--- src/in_ep_pkg.sv ---
/*
  Constants and types for the low control register of an IN endpoint.
  Assumes one core clock domain shared with the serial interface engine.
*/
package in_ep_pkg;
  // ----------------------------------------------------------------------
  // Register map
  // ----------------------------------------------------------------------
  localparam logic [7:0] IN_EP_CTRL_LOW_ADDR = 8'h11;
  localparam logic [7:0] CTRL_LOW_RESET = 8'h00;
  localparam int BIT_UNUSED = 7;
  localparam int BIT_TOGGLE_CLEAR = 6;
  localparam int BIT_STALL_SENT = 5;
  localparam int BIT_SEND_STALL = 4;
  localparam int BIT_FLUSH = 3;
  localparam int BIT_UNDERRUN = 2;
  localparam int BIT_FIFO_NOT_EMPTY = 1;
  localparam int BIT_IN_PACKET_READY = 0;

  // ----------------------------------------------------------------------
  // Packet slots
  // ----------------------------------------------------------------------
  localparam logic [1:0] SLOTS_SINGLE = 2'h1;
  localparam logic [1:0] SLOTS_DOUBLE = 2'h2;
  localparam logic [1:0] SLOTS_NONE = 2'h0;

  typedef enum logic [1:0] {
    ST_IDLE = 2'b01,
    ST_SEND = 2'b10
  } tx_state_t;

  // Firmware-visible state bits held by the block
  typedef struct packed {
    logic stall_sent;
    logic send_stall;
    logic flush;
    logic underrun;
    logic in_packet_ready;
  } ctrl_low_t;

  // Per-token answer pulses toward the serial engine
  typedef struct packed {
    logic stall;
    logic data;
    logic zlp;
    logic nak;
  } token_answer_t;
endpackage : in_ep_pkg

--- src/in_ep_ctrl_low.sv ---
/*
  Low control/status register of one IN endpoint with its packet-slot tracking
  and IN-token answer logic.
  Assumes the register port, token and transmit strobes all come from logic on
  CORE_CLK; mode bits from the high control register arrive as levels.
*/
// Contract
// Register at 0x11, resets to zero
// Bit 7 reads zero, writes ignored
// Writing toggle_clear resets data toggle
// toggle_clear always reads zero
// Stall handshake sets stall_sent_flag
// stall_sent_flag stays until software clears
// send_stall answers every IN with STALL (code stalls only in ST_IDLE; an IN token during ST_SEND gets no answer)
// Stall flushes FIFO, clears packet ready
// Flush drops one packet, self-clears
// Iso empty IN sends ZLP, sets underrun
// Packet ready clears; interrupt only after transmit (EP_INT also pulses on stall and on flush of a packet)
// fifo_not_empty reflects FIFO holding packets
module in_ep_ctrl_low (
  input wire logic CORE_CLK,         // Core clock, 100 MHz
  input wire logic RST,              // Synchronous reset, active high
  input wire logic [7:0] REG_ADDR,   // Register space address
  input wire logic REG_WR,           // Write strobe
  input wire logic REG_RD,           // Read strobe
  input wire logic [7:0] REG_WDATA,  // Write data
  output logic [7:0] REG_RDATA,      // Read data, registered
  input wire logic ISO_MODE,         // Isochronous mode level
  input wire logic DBL_BUF_EN,       // in_double_buffer_enable level
  input wire logic IN_TOKEN,         // IN token received, pulse
  input wire logic TX_DONE,          // Data packet sent, pulse
  input wire logic TX_ACKED,         // Host acked, valid with TX_DONE
  output logic ANS_STALL,            // Send STALL handshake, pulse
  output logic ANS_DATA,             // Send queued packet, pulse
  output logic ANS_ZLP,              // Send zero-length packet, pulse
  output logic ANS_NAK,              // Send NAK, pulse
  output logic DATA_TOGGLE,          // Current data toggle
  output logic FIFO_PTR_RESET,       // Drop head packet on flush, whole FIFO on stall, pulse
  output logic EP_INT                // Endpoint interrupt, pulse
);
  in_ep_pkg::ctrl_low_t ctl_reg, ctl_next;
  in_ep_pkg::token_answer_t ans_reg, ans_next;
  in_ep_pkg::tx_state_t state_reg, state_next;
  logic [1:0] pkts_reg, pkts_next;
  logic toggle_reg, toggle_next;
  logic ptr_rst_reg, ptr_rst_next;
  logic int_reg, int_next;
  logic [7:0] rdata_reg, rdata_next;
  logic [1:0] cap;
  logic wr_hit;
  logic rd_hit;
  logic [7:0] rd_view;

  // ----------------------------------------------------------------------
  // Register decode and read view
  // ----------------------------------------------------------------------
  assign wr_hit = REG_WR && (REG_ADDR == in_ep_pkg::IN_EP_CTRL_LOW_ADDR);
  assign rd_hit = REG_RD && (REG_ADDR == in_ep_pkg::IN_EP_CTRL_LOW_ADDR);
  assign cap = DBL_BUF_EN ? in_ep_pkg::SLOTS_DOUBLE : in_ep_pkg::SLOTS_SINGLE;

  always_comb
  begin
    rd_view = 8'h00;
    rd_view[in_ep_pkg::BIT_STALL_SENT] = ctl_reg.stall_sent;
    rd_view[in_ep_pkg::BIT_SEND_STALL] = ctl_reg.send_stall;
    rd_view[in_ep_pkg::BIT_FLUSH] = ctl_reg.flush;
    rd_view[in_ep_pkg::BIT_UNDERRUN] = ctl_reg.underrun;
    rd_view[in_ep_pkg::BIT_FIFO_NOT_EMPTY] = (pkts_reg != in_ep_pkg::SLOTS_NONE);
    rd_view[in_ep_pkg::BIT_IN_PACKET_READY] = ctl_reg.in_packet_ready;
    rdata_next = rd_hit ? rd_view : 8'h00;
  end

  // ----------------------------------------------------------------------
  // Control state, packet slots and token answers
  // ----------------------------------------------------------------------
  always_comb
  begin
    ctl_next = ctl_reg;
    ans_next = '0;
    state_next = state_reg;
    pkts_next = pkts_reg;
    toggle_next = toggle_reg;
    ptr_rst_next = 1'b0;
    int_next = 1'b0;

    // Software writes: flags clear on 0, set-by-hardware below wins
    if (wr_hit)
    begin
      ctl_next.send_stall = REG_WDATA[in_ep_pkg::BIT_SEND_STALL];
      if (!REG_WDATA[in_ep_pkg::BIT_STALL_SENT])
      begin
        ctl_next.stall_sent = 1'b0;
      end
      if (!REG_WDATA[in_ep_pkg::BIT_UNDERRUN])
      begin
        ctl_next.underrun = 1'b0;
      end
      if (REG_WDATA[in_ep_pkg::BIT_FLUSH])
      begin
        ctl_next.flush = 1'b1;
      end
      if (REG_WDATA[in_ep_pkg::BIT_TOGGLE_CLEAR])
      begin
        toggle_next = 1'b0;
      end
      if (REG_WDATA[in_ep_pkg::BIT_IN_PACKET_READY] && !ctl_reg.in_packet_ready
          && (pkts_reg < cap))
      begin
        pkts_next = pkts_reg + 2'h1;
        ctl_next.in_packet_ready = 1'b1;
      end
    end

    // Flush completes one cycle after it is requested
    if (ctl_reg.flush)
    begin
      // Repeat write in the completing cycle queues one more flush
      ctl_next.flush = wr_hit && REG_WDATA[in_ep_pkg::BIT_FLUSH];
      ctl_next.in_packet_ready = 1'b0;
      ptr_rst_next = 1'b1;
      if (pkts_reg != in_ep_pkg::SLOTS_NONE)
      begin
        pkts_next = pkts_reg - 2'h1;
        int_next = 1'b1;
      end
    end

    case (state_reg)
      in_ep_pkg::ST_IDLE:
      begin
        if (IN_TOKEN)
        begin
          if (ctl_reg.send_stall)
          begin
            ans_next.stall = 1'b1;
            ctl_next.stall_sent = 1'b1;
            ctl_next.in_packet_ready = 1'b0;
            pkts_next = in_ep_pkg::SLOTS_NONE;
            ptr_rst_next = 1'b1;
            int_next = 1'b1;
          end
          else if (pkts_reg != in_ep_pkg::SLOTS_NONE)
          begin
            ans_next.data = 1'b1;
            state_next = in_ep_pkg::ST_SEND;
          end
          else if (ISO_MODE)
          begin
            ans_next.zlp = 1'b1;
            ctl_next.underrun = 1'b1;
          end
          else
          begin
            ans_next.nak = 1'b1;
          end
        end
      end
      in_ep_pkg::ST_SEND:
      begin
        if (TX_DONE)
        begin
          state_next = in_ep_pkg::ST_IDLE;
          if (TX_ACKED || ISO_MODE)
          begin
            if (pkts_next != in_ep_pkg::SLOTS_NONE)
            begin
              pkts_next = pkts_next - 2'h1;
            end
            ctl_next.in_packet_ready = 1'b0;
            toggle_next = ~toggle_next;
            int_next = 1'b1;
          end
        end
      end
      default:
      begin
        state_next = in_ep_pkg::ST_IDLE;
      end
    endcase

    // Double buffering frees packet ready while a slot is open, no interrupt
    if (DBL_BUF_EN && ctl_next.in_packet_ready && (pkts_next < in_ep_pkg::SLOTS_DOUBLE))
    begin
      ctl_next.in_packet_ready = 1'b0;
    end
  end

  always_ff @(posedge CORE_CLK)
  begin
    if (RST)
    begin
      ctl_reg <= '0;
      ans_reg <= '0;
      state_reg <= in_ep_pkg::ST_IDLE;
      pkts_reg <= in_ep_pkg::SLOTS_NONE;
      toggle_reg <= 1'b0;
      ptr_rst_reg <= 1'b0;
      int_reg <= 1'b0;
      rdata_reg <= in_ep_pkg::CTRL_LOW_RESET;
    end
    else
    begin
      ctl_reg <= ctl_next;
      ans_reg <= ans_next;
      state_reg <= state_next;
      pkts_reg <= pkts_next;
      toggle_reg <= toggle_next;
      ptr_rst_reg <= ptr_rst_next;
      int_reg <= int_next;
      rdata_reg <= rdata_next;
    end
  end

  assign REG_RDATA = rdata_reg;
  assign ANS_STALL = ans_reg.stall;
  assign ANS_DATA = ans_reg.data;
  assign ANS_ZLP = ans_reg.zlp;
  assign ANS_NAK = ans_reg.nak;
  assign DATA_TOGGLE = toggle_reg;
  assign FIFO_PTR_RESET = ptr_rst_reg;
  assign EP_INT = int_reg;
endmodule : in_ep_ctrl_low

--- config.mk ---
export PLATFORM = sky130hd
export DESIGN_NAME = in_ep_ctrl_low
export DESIGN_NICKNAME = d
export VERILOG_FILES = /design/src/in_ep_pkg.sv /design/src/in_ep_ctrl_low.sv
export SDC_FILE = /design/constraint.sdc
export NUM_CORES = 1
export LEC_CHECK = 0
export BUFFER_PORTS_ARGS = -buffer_cell sky130_fd_sc_hd__buf_2
export CORE_UTILIZATION = 50
export DETAILED_ROUTE_END_ITERATION = 8
export PLACE_DENSITY = 0.82
export REMOVE_ABC_BUFFERS = 1
export SLEW_MARGIN = 20
export SYNTH_ARGS = -nofsm -noshare
export SYNTH_HDL_FRONTEND = slang
export SYNTH_SLANG_ARGS = --single-unit
--- constraint.sdc ---
create_clock -name CORE_CLK -period 4.45 [get_ports CORE_CLK]
set_clock_uncertainty 0.05 [all_clocks]
set_input_delay 0.445 -clock CORE_CLK [delete_from_list [all_inputs] [get_ports CORE_CLK]]
set_output_delay 0.445 -clock CORE_CLK [all_outputs]
set_load 0.05 [all_outputs]
==> flow_metrics.env <==
export IMPL_r2r_slack_ps=2380
export IMPL_core_area_um2=1820
export IMPL_fp_row_count=15
export IMPL_drt_wl_total_mm=1.90
export IMPL_cts_tree="built"
export IMPL_antenna_cells=0
export IMPL_drt_iter0_drc=15
export IMPL_track_usage_pct=20.3
export IMPL_drv_slew=0
export IMPL_drv_cap=0
export IMPL_postCtsSetupBuffers=0
export IMPL_dieArea_um2=2220
export IMPL_period_minus_slack_ps=2070
export IMPL_power_per_cell_area_nw_per_um2=303
export IMPL_io_buffer_count=35
export IMPL_wl_per_cell_um=11.3
export IMPL_hold_depth=2
export IMPL_yosysSeqAreaShare_pct=43.2
export IMPL_ir_drop_uv=306
export IMPL_final_cell_mix="buf_2 (35), dfxtp_1 (22), inv_1 (8), nand2_1 (8)"
export IMPL_chipWidth_um=47.1
export IMPL_grt_max_degree=14
export IMPL_hold_buffers=0
export IMPL_rsz0062_at_grt="false"
export IMPL_grt_pass1_wl_mm=3.14
export IMPL_hold_start="ISO_MODE"
export IMPL_sw_frac_of_total_pct=21.0
export IMPL_p_clk_share_pct=40.1
export IMPL_ant_nets=0
export IMPL_die_h_um=47.1
export IMPL_ys_ff_latch=22
export IMPL_vias=842
export IMPL_clock_root_buffer="clkbuf_4"
export IMPL_hold_violations=0
export IMPL_clock_fmax_mhz=483
export IMPL_syn_inst=106
export IMPL_antenna_found_initial=0
export IMPL_finalCritPeriodShare_pct=46.6
export IMPL_p_sw_w=0.0000803
export IMPL_power_leakage_nw=0.606
export IMPL_post_cts_resized=0
export IMPL_cts_sinks=22
export IMPL_insertion_delay_ps=320
export IMPL_clock_path_buffers=2
export IMPL_gr_total_overflow=0
export IMPL_ys_warn_count=0
export IMPL_timing_worst_setup_path_type="reg -> reg"
export IMPL_cp_required_ps=4640
export IMPL_synth_cell_type_count=35
export IMPL_r2r_cells=7
export IMPL_synth_edf_count=0
export IMPL_start_util_pct=55.9
export IMPL_p_seq_share_pct=52.0
export IMPL_grt_pass1_vias=775
export IMPL_async_flop_share_pct=0
export IMPL_final_nets=174
export IMPL_start_kind="flop"
export IMPL_rr_endpoint="pkts_reg[0]$_SDFF_PP0_"
export IMPL_gp_congestion=0.785
export IMPL_power_frac_comb_pct=7.8
export IMPL_synth_area_um2=1020
export IMPL_htreeDepth=1
export IMPL_min_to="ANS_NAK$_SDFF_PP0_"
export IMPL_boundaryPins=40
export IMPL_p_total_w=0.000382
export IMPL_numCtsBuffers=3
export IMPL_cp_arrival_ps=2260
export IMPL_final_common_cell="buf_2"
export IMPL_ys_flop_type="dfxtp_1"
export IMPL_tns_ps=0
export IMPL_rr_startpoint="pkts_reg[1]$_SDFF_PP0_"
export IMPL_synth_area_per_cell_um2=9.61
export IMPL_drc=0
export IMPL_end_kind="flop"
export IMPL_path_max_fanout=5
export IMPL_outcome="completed"
export IMPL_routed_via_density=5.01
export IMPL_clk_pin_slew_ps=130
export IMPL_intPower_w=0.000302
export IMPL_largest_reg_flops=6
export IMPL_finalSetupViolations=0
export IMPL_dp_hpwl_mm=1.54
export IMPL_hold_path_class="in -> reg"
export IMPL_drt_pass1_iter_count=4
export IMPL_syn2layout_area_growth_pct=24.0
export IMPL_drive_above_1_share_pct=31.5
## Yosys cell counts, types with 3 or more instances
cell	number	area share [%]
nor2b_1	4	2.5
dfxtp_1	22	43
and2_1	5	3.1
a21oi_1	5	2.5
ha_1	5	6.1
nand3_1	5	2.5
nor2_1	4	1.5
nor3_1	3	1.5
o21ai_0	5	2.5
nand2_1	8	2.9
inv_1	8	2.9
## kinds of logic (layout without fill, tap and decap cells)
| family | Yosys count | after routing | synth area share, % |
|---|---|---|---|
| simple gates | 42 | 42 | 27.4 |
| flops | 22 | 22 | 43.2 |
| compound gates | 21 | 21 | 14.4 |
| buf+inv | 11 | 47 | 4.79 |
| fa+ha+maj | 5 | 5 | 6.14 |
| xor+xnor | 2 | 2 | 1.72 |
| mux | 2 | 2 | 1.97 |
| other cells | 1 | 2 | 0.368 |
## through the flow
step	area, um^2	hold slack, ps	utilization, %	instances	worst slack, ps
floorplan	1000	373	-	104	2390
global placement	1210	382	66.5	164	2190
detailed placement	1210	397	66.5	164	2140
CTS	1260	266	69.3	168	2370
global route	1260	272	69.3	168	2260
finish	1260	278	69.3	168	2380
## per-layer routing
layer  GRT usage (%)  routed length, um  up-vias
li1                -                  -      441
met1            22.6                827      373
met2            36.7                955       23
met3            5.77                 91        5
met4            6.86                 28        0
met5               0                  0        -
## worst max path at each step
stage | depth (start not counted) | endpoint | start
floorplan | 8 | pkts_reg[0]$_SDFF_PP0_ | DBL_BUF_EN
global placement | 9 | pkts_reg[0]$_SDFF_PP0_ | DBL_BUF_EN
detailed placement | 9 | pkts_reg[0]$_SDFF_PP0_ | DBL_BUF_EN
CTS | 7 | pkts_reg[0]$_SDFF_PP0_ | pkts_reg[1]$_SDFF_PP0_
global route | 7 | pkts_reg[0]$_SDFF_PP0_ | pkts_reg[1]$_SDFF_PP0_
finish | 7 | pkts_reg[0]$_SDFF_PP0_ | pkts_reg[1]$_SDFF_PP0_
## power groups by stage
stage	Combinational (W)	Clock (W)	Sequential, W
after floorplan	0.0000122	0	0.000206
after global placement	0.0000295	0	0.000203
after detailed placement	0.0000300	0	0.000203
after CTS	0.0000301	0.000157	0.000199
after global routing	0.0000325	0.000163	0.000199
final	0.0000300	0.000153	0.000199
## critical path: stages (launching register included)
cell      delay, ps
dfxtp_1         360
ha_1            190
nor4bb_1        330
nand4_2         220
mux2i_1         160
o21a_1          190
or2_1           240
o41ai_2         260
## cell type report
cell class              count  area, um^2
inverters                   8        30.0
multi-input cells          74         533
clock inverters             1        30.0
fillers                   151         558
flip-flops and latches     22         440
clock buffers               3        22.5
repair buffers             35         175
well taps                  25        31.3
(Power assumes the default switching activity.)
